[src/common/jtp_pkg.sv]
`default_nettype none

package jtp_pkg;

    // ----------------------------------------
    // widths and depths
    // ----------------------------------------
    localparam int DR_W = 8;
    localparam int IR_W = 4;
    localparam int FIFO_DEPTH = 16;

    // ----------------------------------------
    // instruction codes and capture values
    // ----------------------------------------
    localparam logic [IR_W-1:0] IR_CAPTURE = 4'h1;
    localparam logic [IR_W-1:0] IR_USER = 4'h2;
    localparam logic [IR_W-1:0] IR_BYPASS = 4'hF;
    localparam logic [DR_W-2:0] DR_CAPTURE_PAD = 7'h00;

    // ----------------------------------------
    // timing counts
    // ----------------------------------------
    localparam logic [2:0] RESET_TMS_RISES = 3'h5;

    // ----------------------------------------
    // types
    // ----------------------------------------
    typedef enum logic [3:0] {
        JTP_TLR, JTP_RTI, JTP_SEL_DR, JTP_CAP_DR, JTP_SH_DR, JTP_EX1_DR, JTP_PA_DR,
        JTP_EX2_DR, JTP_UPD_DR, JTP_SEL_IR, JTP_CAP_IR, JTP_SH_IR, JTP_EX1_IR,
        JTP_PA_IR, JTP_EX2_IR, JTP_UPD_IR
    } jtp_state_e;

    // pins after the two-flop synchronisers
    typedef struct packed {
        logic tck;
        logic tms;
        logic tdi;
    } jtp_pins_s;

    // state of the tap module apart from the check counter and the word buffer
    typedef struct packed {
        jtp_pins_s sync1;
        jtp_pins_s sync2;
        logic tck_d;
        jtp_state_e state;
        logic [IR_W-1:0] ir;
        logic [IR_W-1:0] ir_sh;
        logic [DR_W-1:0] dr;
        logic byp;
        logic tdo;
        logic tdo_en;
        logic push;
    } jtp_tap_s;

endpackage

`default_nettype wire

[src/rtl/jtp_tap.sv]
`timescale 1ns/1ns
`default_nettype none

// ----------------------------------------
// word buffer
// ----------------------------------------
module jtp_fifo #(
    parameter int WIDTH = 8,
    parameter int DEPTH = 16
) (
    // clock and reset
    input wire logic core_clk_i,
    input wire logic reset_i,
    // fill side
    input wire logic in_valid_i,
    output logic in_ready_o,
    input wire logic [WIDTH-1:0] in_data_i,
    // drain side
    output logic out_valid_o,
    input wire logic out_ready_i,
    output logic [WIDTH-1:0] out_data_o
);
    localparam int AW = $clog2(DEPTH);
    localparam int CW = $clog2(DEPTH + 1);

    typedef struct packed {
        logic [DEPTH-1:0][WIDTH-1:0] mem;
        logic [AW-1:0] wp;
        logic [AW-1:0] rp;
        logic [CW-1:0] cnt;
    } jtp_fifo_s;

    jtp_fifo_s st;
    jtp_fifo_s next_st;
    logic wr;
    logic rd;

    assign in_ready_o = (st.cnt != CW'(DEPTH));
    assign out_valid_o = (st.cnt != '0);
    assign out_data_o = st.mem[st.rp];
    assign wr = in_valid_i & in_ready_o;
    assign rd = out_valid_o & out_ready_i;

    always_comb begin
        next_st = st;
        if (wr) begin
            next_st.mem[st.wp] = in_data_i;
            next_st.wp = (st.wp == AW'(DEPTH - 1)) ? '0 : st.wp + 1'b1;
        end
        if (rd) begin
            next_st.rp = (st.rp == AW'(DEPTH - 1)) ? '0 : st.rp + 1'b1;
        end
        next_st.cnt = st.cnt + CW'(wr) - CW'(rd);
    end

    always_ff @(posedge core_clk_i or posedge reset_i) begin
        if (reset_i) begin
            st <= '0;
        end else begin
            st <= next_st;
        end
    end
endmodule

// Behaviour
// - tdi sampled on test-clock rise while shifting
// - tdo changes on test-clock fall
// - tdo released unless shifting
// - tap state advances on rise, host sets tms
module jtp_tap (
    // clock and reset
    input wire logic core_clk_i,
    input wire logic reset_i,
    // test port pins
    input wire logic tck_i,
    input wire logic tms_i,
    input wire logic tdi_i,
    output logic tdo_o,
    output logic tdo_oe_n_o,
    // received words
    output logic rx_valid_o,
    input wire logic rx_ready_i,
    output logic [jtp_pkg::DR_W-1:0] rx_data_o,
    output logic rx_space_o
);
    jtp_pkg::jtp_tap_s st;
    jtp_pkg::jtp_tap_s next_st;
    logic rise;
    logic fall;
    logic user_sel;
    logic fifo_ready;

    // ----------------------------------------
    // edges of the sampled test clock
    // ----------------------------------------
    // the link clock is slow (8 core cycles), so plain sampling finds every edge
    assign rise = st.sync2.tck & ~st.tck_d;
    assign fall = ~st.sync2.tck & st.tck_d;
    assign user_sel = (st.ir == jtp_pkg::IR_USER);

    assign tdo_o = st.tdo;
    assign tdo_oe_n_o = ~st.tdo_en;
    assign rx_space_o = fifo_ready;

    // ----------------------------------------
    // tap controller and shift paths
    // ----------------------------------------
    always_comb begin
        next_st = st;
        next_st.sync1 = '{tck: tck_i, tms: tms_i, tdi: tdi_i};
        next_st.sync2 = st.sync1;
        next_st.tck_d = st.sync2.tck;
        next_st.push = 1'b0;
        if (rise) begin
            case (st.state)
                jtp_pkg::JTP_TLR: begin
                    next_st.ir = jtp_pkg::IR_BYPASS;
                    next_st.state = st.sync2.tms ? jtp_pkg::JTP_TLR : jtp_pkg::JTP_RTI;
                end
                jtp_pkg::JTP_RTI: begin
                    next_st.state = st.sync2.tms ? jtp_pkg::JTP_SEL_DR : jtp_pkg::JTP_RTI;
                end
                jtp_pkg::JTP_SEL_DR: begin
                    next_st.state = st.sync2.tms ? jtp_pkg::JTP_SEL_IR : jtp_pkg::JTP_CAP_DR;
                end
                jtp_pkg::JTP_CAP_DR: begin
                    // the host learns in the first bit whether a word will be kept
                    next_st.dr = {jtp_pkg::DR_CAPTURE_PAD, fifo_ready};
                    next_st.byp = 1'b0;
                    next_st.state = st.sync2.tms ? jtp_pkg::JTP_EX1_DR : jtp_pkg::JTP_SH_DR;
                end
                jtp_pkg::JTP_SH_DR: begin
                    next_st.dr = {st.sync2.tdi, st.dr[jtp_pkg::DR_W-1:1]};
                    next_st.byp = st.sync2.tdi;
                    next_st.state = st.sync2.tms ? jtp_pkg::JTP_EX1_DR : jtp_pkg::JTP_SH_DR;
                end
                jtp_pkg::JTP_EX1_DR: begin
                    next_st.state = st.sync2.tms ? jtp_pkg::JTP_UPD_DR : jtp_pkg::JTP_PA_DR;
                end
                jtp_pkg::JTP_PA_DR: begin
                    next_st.state = st.sync2.tms ? jtp_pkg::JTP_EX2_DR : jtp_pkg::JTP_PA_DR;
                end
                jtp_pkg::JTP_EX2_DR: begin
                    next_st.state = st.sync2.tms ? jtp_pkg::JTP_UPD_DR : jtp_pkg::JTP_SH_DR;
                end
                jtp_pkg::JTP_UPD_DR: begin
                    next_st.push = user_sel;
                    next_st.state = st.sync2.tms ? jtp_pkg::JTP_SEL_DR : jtp_pkg::JTP_RTI;
                end
                jtp_pkg::JTP_SEL_IR: begin
                    next_st.state = st.sync2.tms ? jtp_pkg::JTP_TLR : jtp_pkg::JTP_CAP_IR;
                end
                jtp_pkg::JTP_CAP_IR: begin
                    next_st.ir_sh = jtp_pkg::IR_CAPTURE;
                    next_st.state = st.sync2.tms ? jtp_pkg::JTP_EX1_IR : jtp_pkg::JTP_SH_IR;
                end
                jtp_pkg::JTP_SH_IR: begin
                    next_st.ir_sh = {st.sync2.tdi, st.ir_sh[jtp_pkg::IR_W-1:1]};
                    next_st.state = st.sync2.tms ? jtp_pkg::JTP_EX1_IR : jtp_pkg::JTP_SH_IR;
                end
                jtp_pkg::JTP_EX1_IR: begin
                    next_st.state = st.sync2.tms ? jtp_pkg::JTP_UPD_IR : jtp_pkg::JTP_PA_IR;
                end
                jtp_pkg::JTP_PA_IR: begin
                    next_st.state = st.sync2.tms ? jtp_pkg::JTP_EX2_IR : jtp_pkg::JTP_PA_IR;
                end
                jtp_pkg::JTP_EX2_IR: begin
                    next_st.state = st.sync2.tms ? jtp_pkg::JTP_UPD_IR : jtp_pkg::JTP_SH_IR;
                end
                jtp_pkg::JTP_UPD_IR: begin
                    next_st.ir = st.ir_sh;
                    next_st.state = st.sync2.tms ? jtp_pkg::JTP_SEL_DR : jtp_pkg::JTP_RTI;
                end
                default: begin
                    next_st.state = jtp_pkg::JTP_TLR;
                end
            endcase
        end
        if (fall) begin
            // output side moves at the test-clock fall that follows the shift
            next_st.tdo_en = (st.state == jtp_pkg::JTP_SH_DR) ||
                             (st.state == jtp_pkg::JTP_SH_IR);
            if (st.state == jtp_pkg::JTP_SH_IR) begin
                next_st.tdo = st.ir_sh[0];
            end else if (st.state == jtp_pkg::JTP_SH_DR) begin
                next_st.tdo = user_sel ? st.dr[0] : st.byp;
            end
        end
    end

    always_ff @(posedge core_clk_i or posedge reset_i) begin
        if (reset_i) begin
            st <= '0;
        end else begin
            st <= next_st;
        end
    end

    // ----------------------------------------
    // received word buffer
    // ----------------------------------------
    // a word finished while the buffer is full is dropped; capture shows the space bit
    jtp_fifo #(
        .WIDTH(jtp_pkg::DR_W),
        .DEPTH(jtp_pkg::FIFO_DEPTH)
    ) u_fifo (
        .core_clk_i(core_clk_i),
        .reset_i(reset_i),
        .in_valid_i(st.push),
        .in_ready_o(fifo_ready),
        .in_data_i(st.dr),
        .out_valid_o(rx_valid_o),
        .out_ready_i(rx_ready_i),
        .out_data_o(rx_data_o)
    );

    // ----------------------------------------
    // checks
    // ----------------------------------------
    logic [2:0] tms_hi_cnt;

    always_ff @(posedge core_clk_i or posedge reset_i) begin
        if (reset_i) begin
            tms_hi_cnt <= '0;
        end else if (rise) begin
            if (!st.sync2.tms) begin
                tms_hi_cnt <= '0;
            end else if (tms_hi_cnt != jtp_pkg::RESET_TMS_RISES) begin
                tms_hi_cnt <= tms_hi_cnt + 3'h1;
            end
        end
    end

    property p_five_high_reset;
        @(posedge core_clk_i) disable iff (reset_i)
        rise && st.sync2.tms && (tms_hi_cnt >= jtp_pkg::RESET_TMS_RISES - 3'h1)
        |=> (st.state == jtp_pkg::JTP_TLR);
    endproperty
    a_five_high_reset: assert property (p_five_high_reset) else $error("tap not reset");

    property p_state_on_rise;
        @(posedge core_clk_i) disable iff (reset_i)
        !rise |=> $stable(st.state);
    endproperty
    a_state_on_rise: assert property (p_state_on_rise) else $error("state moved off rise");

    property p_tdo_on_fall;
        @(posedge core_clk_i) disable iff (reset_i)
        $changed(tdo_o) |-> $past(fall);
    endproperty
    a_tdo_on_fall: assert property (p_tdo_on_fall) else $error("tdo moved off fall");

    property p_tdo_released;
        @(posedge core_clk_i) disable iff (reset_i)
        fall && (st.state != jtp_pkg::JTP_SH_DR) && (st.state != jtp_pkg::JTP_SH_IR)
        |=> tdo_oe_n_o ##1 tdo_oe_n_o;
    endproperty
    a_tdo_released: assert property (p_tdo_released) else $error("tdo driven idle");

    property p_tdi_shift;
        @(posedge core_clk_i) disable iff (reset_i)
        rise && (st.state == jtp_pkg::JTP_SH_DR) && user_sel
        |=> (st.dr[jtp_pkg::DR_W-1] == $past(st.sync2.tdi));
    endproperty
    a_tdi_shift: assert property (p_tdi_shift) else $error("tdi not shifted in");

    c_ir_shift: cover property (@(posedge core_clk_i) disable iff (reset_i)
        rise && (st.state == jtp_pkg::JTP_SH_IR));
    c_word_push: cover property (@(posedge core_clk_i) disable iff (reset_i)
        st.push && fifo_ready);
    c_buffer_full: cover property (@(posedge core_clk_i) disable iff (reset_i)
        st.push && !fifo_ready);
endmodule

`default_nettype wire

[config.mk]
export PLATFORM = sky130hd
export DESIGN_NAME = jtp_tap
export DESIGN_NICKNAME = d
export VERILOG_FILES = /design/src/common/jtp_pkg.sv /design/src/rtl/jtp_tap.sv
export SDC_FILE = /design/constraint.sdc
export NUM_CORES = 1
export LEC_CHECK = 0
export ABC_AREA = 0
export BUFFER_PORTS_ARGS = -buffer_cell sky130_fd_sc_hd__buf_2
export CAP_MARGIN = 20
export CORE_AREA = 5 5 128 130
export DETAILED_ROUTE_END_ITERATION = 10
export DIE_AREA = 0 0 133 135
export PLACE_DENSITY = 0.74
export SLEW_MARGIN = 0
export SYNTH_ARGS = -nofsm -noshare
export SYNTH_HDL_FRONTEND = slang
export SYNTH_SLANG_ARGS = --single-unit
[constraint.sdc]
create_clock -name core_clk_i -period 7.8 [get_ports core_clk_i]
set_input_delay 0.78 -clock core_clk_i [delete_from_list [all_inputs] [get_ports core_clk_i]]
set_output_delay 0.78 -clock core_clk_i [all_outputs]
set_load 0.03 [all_outputs]
==> results.py <==
metrics = {
    "run_status": {
        "status": "finished, final reports clean",
    },
    "place": {
        "hpwl_um": 11100,
        "globalplace.congestion": 0.811,
        "portBuffers": 17,
        "dp.cells": 776,
        "dpl_cell_area_um2": 8270,
        "post-place-ws_ns": 4.50,
    },
    "cts": {
        "cts_tree": "built",
        "clkSinkCount": 171,
        "cts_hold_buf": 0,
        "post_cts_buffers": 0,
        "htree_levels": 4,
        "clk_latency_ns": 0.43,
        "cts_made_buffers": 17,
        "clk_pin_slew_worst_paths_ns": 0.06,
        "ctsLongestPathBuffers": 2,
        "cts-resized-gates": 0,
        "root_buffer": "clkbuf_16",
    },
    "die": {
        "core_um2": 15000,
        "die_w_um": 133,
        "dieArea_um2": 18000,
        "start_util_pct": 54.0,
        "ios": 18,
        "rows": 45,
        "die_h_um": 135,
    },
    "synth": {
        "synth_flop_cell": "dfrtp_1",
        "synth_nets": 628,
        "synth_warnings": 0,
        "synth_compound_area_share_pct": 7.53,
        "synthTopCellsByArea": "dfrtp_1 53%, mux2_2 18%, mux4_2 4.4%, mux2i_1 3.3%, o21ai_0 2.0%",
        "yosysSeqAreaShare_pct": 52.7,
        "synthXorXnorAreaFrac_pct": 0.648,
        "synth-adder-area-share_pct": 1.94,
        "yosys.area.top_type": "dfrtp_1",
        "syn_inst": 610,
        "synthMuxAreaShare_pct": 27.1,
        "ys_seq_elements": 171,
        "synthArstFlopShare_pct": 100,
        "synth_edf_count": 0,
        "syn_area_um2": 8110,
        "synth_top_family_by_area": "multiplexers",
        "synth_top_cell_area_share_pct": 52.7,
        "synth-simple-area-share_pct": 6.58,
        "ys_types": 49,
        "avgSynthCellArea_um2": 13.3,
    },
    "worst_setup_path": {
        "crit_fanout": 29,
        "cp_data_arrival_time_ns": 2.98,
        "start_kind": "flip-flop",
        "critPathKind": "reg -> out",
        "required_ns": 7.02,
        "end_kind": "output pin",
    },
    "route": {
        "drtAntennaViolNets": 0,
        "dr_wl_met3_um": 654,
        "first_iter_violations": 418,
        "drc": 0,
        "wl_met2_um": 8200,
        "drt-met1-wl_um": 7360,
        "finalWirelength_um": 16700,
        "via_per_inst": 6.09,
        "drtPass1Iterations": 4,
        "dr.max_layer_used": "met4",
        "num_vias": 4923,
        "wl_per_cell_um": 20.6,
    },
    "finish": {
        "fillerInstances": 1179,
        "final_core_util_pct": 58.8,
        "multi_input_area_um2": 3550,
        "syn_to_final_growth_pct": 8.99,
        "nets": 626,
        "antenna_cells": 0,
        "seq_area_um2": 4280,
        "final_area_um2": 8840,
        "layout-drive-gt1-share_pct": 36.9,
        "finalNonFillerCells": 809,
    },
    "timing": {
        "final_max_slew_viol_count": 0,
        "fmax_mhz": 266,
        "finalSetupTns_ns": 0,
        "max-slew-margin-rel_pct": 32.9,
        "finalCriticalPeriod_ns": 3.76,
        "worst_slew_pin_slew_ns": 1.01,
        "min_period_over_period_pct": 48.2,
        "finalHoldViolCount": 0,
        "setup_violations": 0,
        "hold_slack_ns": 0.351,
        "rsz0062_at_grt": "false",
        "finalClockSkew_ns": 0.00981,
        "setup_slack_ns": 4.04,
    },
    "grt": {
        "grt_antenna_before_repair": 0,
        "first_global_vias": 5166,
        "overflow": 0,
        "grt_max_degree": 89,
        "grt_use_total_pct": 20.1,
        "grt_pass1_wl_um": 27900,
    },
    "hold_path": {
        "hold_path_class": "reg -> reg",
    },
    "job": {
        "timing.max_cap.violations": 0,
    },
    "pwr": {
        "ir_drop_mv": 0.181,
        "finalPower_mw": 2.51,
        "p_leak_nw": 4.27,
        "p_per_area_nw_per_um2": 284,
    },
}
## path summary, 6_finish.rpt
kind	startpoint	endpoint	slack, ns	depth (start not counted)
min	next_st[26]	st[26]	0.35	0
max	u_fifo.st[5]	rx_data_o[1]	4.04	7
max reg2reg	u_fifo.st[2]	u_fifo.st[4]	5.08	15
min in group asynchronous	reset_i	st[13]	0.51	2
min reg2reg	next_st[26]	st[26]	0.35	0
max in group asynchronous	reset_i	u_fifo.st[5]	6.16	4
## critical path, cell delays in order (launching register included)
cell and delay, ns:
dfrtp_2 0.87, buf_4 0.54, mux2_2 0.39, o21ai_0 0.16, a21oi_1 0.09, o21ai_0 0.22
nand2_1 0.08, buf_2 0.18
## cell usage in the layout (no fill, tap or decap), types with 5 or more instances in the layout
cell type,instances
a22o_1,8
inv_1,21
nor2b_1,5
nor2_1,8
mux2i_1,27
a22oi_1,10
dfrtp_1,170
a21oi_1,21
ha_1,11
nand3_1,12
mux2_4,6
o21ai_0,32
nand2_2,8
mux4_2,16
buf_2,17
nand2_1,23
clkbuf_16,17
xnor2_1,5
a221oi_1,8
mux2_2,131
## area by class of cell
type	count	area share, %
Clock buffer	23	5.52
Clock inverter	9	0.707
Inverter	22	0.990
Multi-Input combinational cell	375	40.2
Sequential cell	171	48.4
Tap cell	188	2.66
Timing Repair Buffer	21	1.57
## per-layer routing
metal	vias up	GRT usage (%)
li1	2223	-
met1	2559	26.0
met2	109	32.3
met3	32	5.48
met4	0	8.31
met5	-	0
## logic make-up after synthesis
family | after synthesis
buffers and inverters | 64
adders and majority gates | 12
and+or+nand+nor | 81
DFF | 171
xor gates and xnor gates | 6
AOI/OAI and AO/OA | 96
muxes | 180
## where the power goes
group | internal (mW) | total (mW) | switching, mW | leakage [nW]
Clock | 0.441 | 0.775 | 0.334 | 0.273
Combinational | 0.257 | 0.596 | 0.339 | 1.67
Sequential | 0.944 | 1.14 | 0.195 | 2.32
Total | 1.64 | 2.51 | 0.868 | 4.27
## cell usage after synthesis, types with 2 or more instances
cell type  count
ha_1          11
mux2i_1       27
nand3_2        4
buf_4          3
nand2_2        8
a22o_1         8
mux4_2        16
inv_1         22
nand2b_1       2
a221oi_1       8
buf_1          8
dfrtp_1      171
nor2_4         3
nand3_1       12
xnor2_1        5
a21o_1         2
a31oi_1        3
clkbuf_1      17
o21ai_0       32
nor2b_1        5
a22oi_1       10
o22ai_1        3
a21oi_1       21
or3_1          2
buf_6          2
mux2_2       131
nand3_4        4
mux2_4         6
nor2_1         8
buf_2         11
nand2_1       23
o22a_1         4
nor4b_1        2
## flip-flops by register name, summed over array words and instances, names as in the netlist
signal     flops
next_st        4
u_fifo.st    141
st            25
tdo_o          1
(Power assumes the default switching activity.)
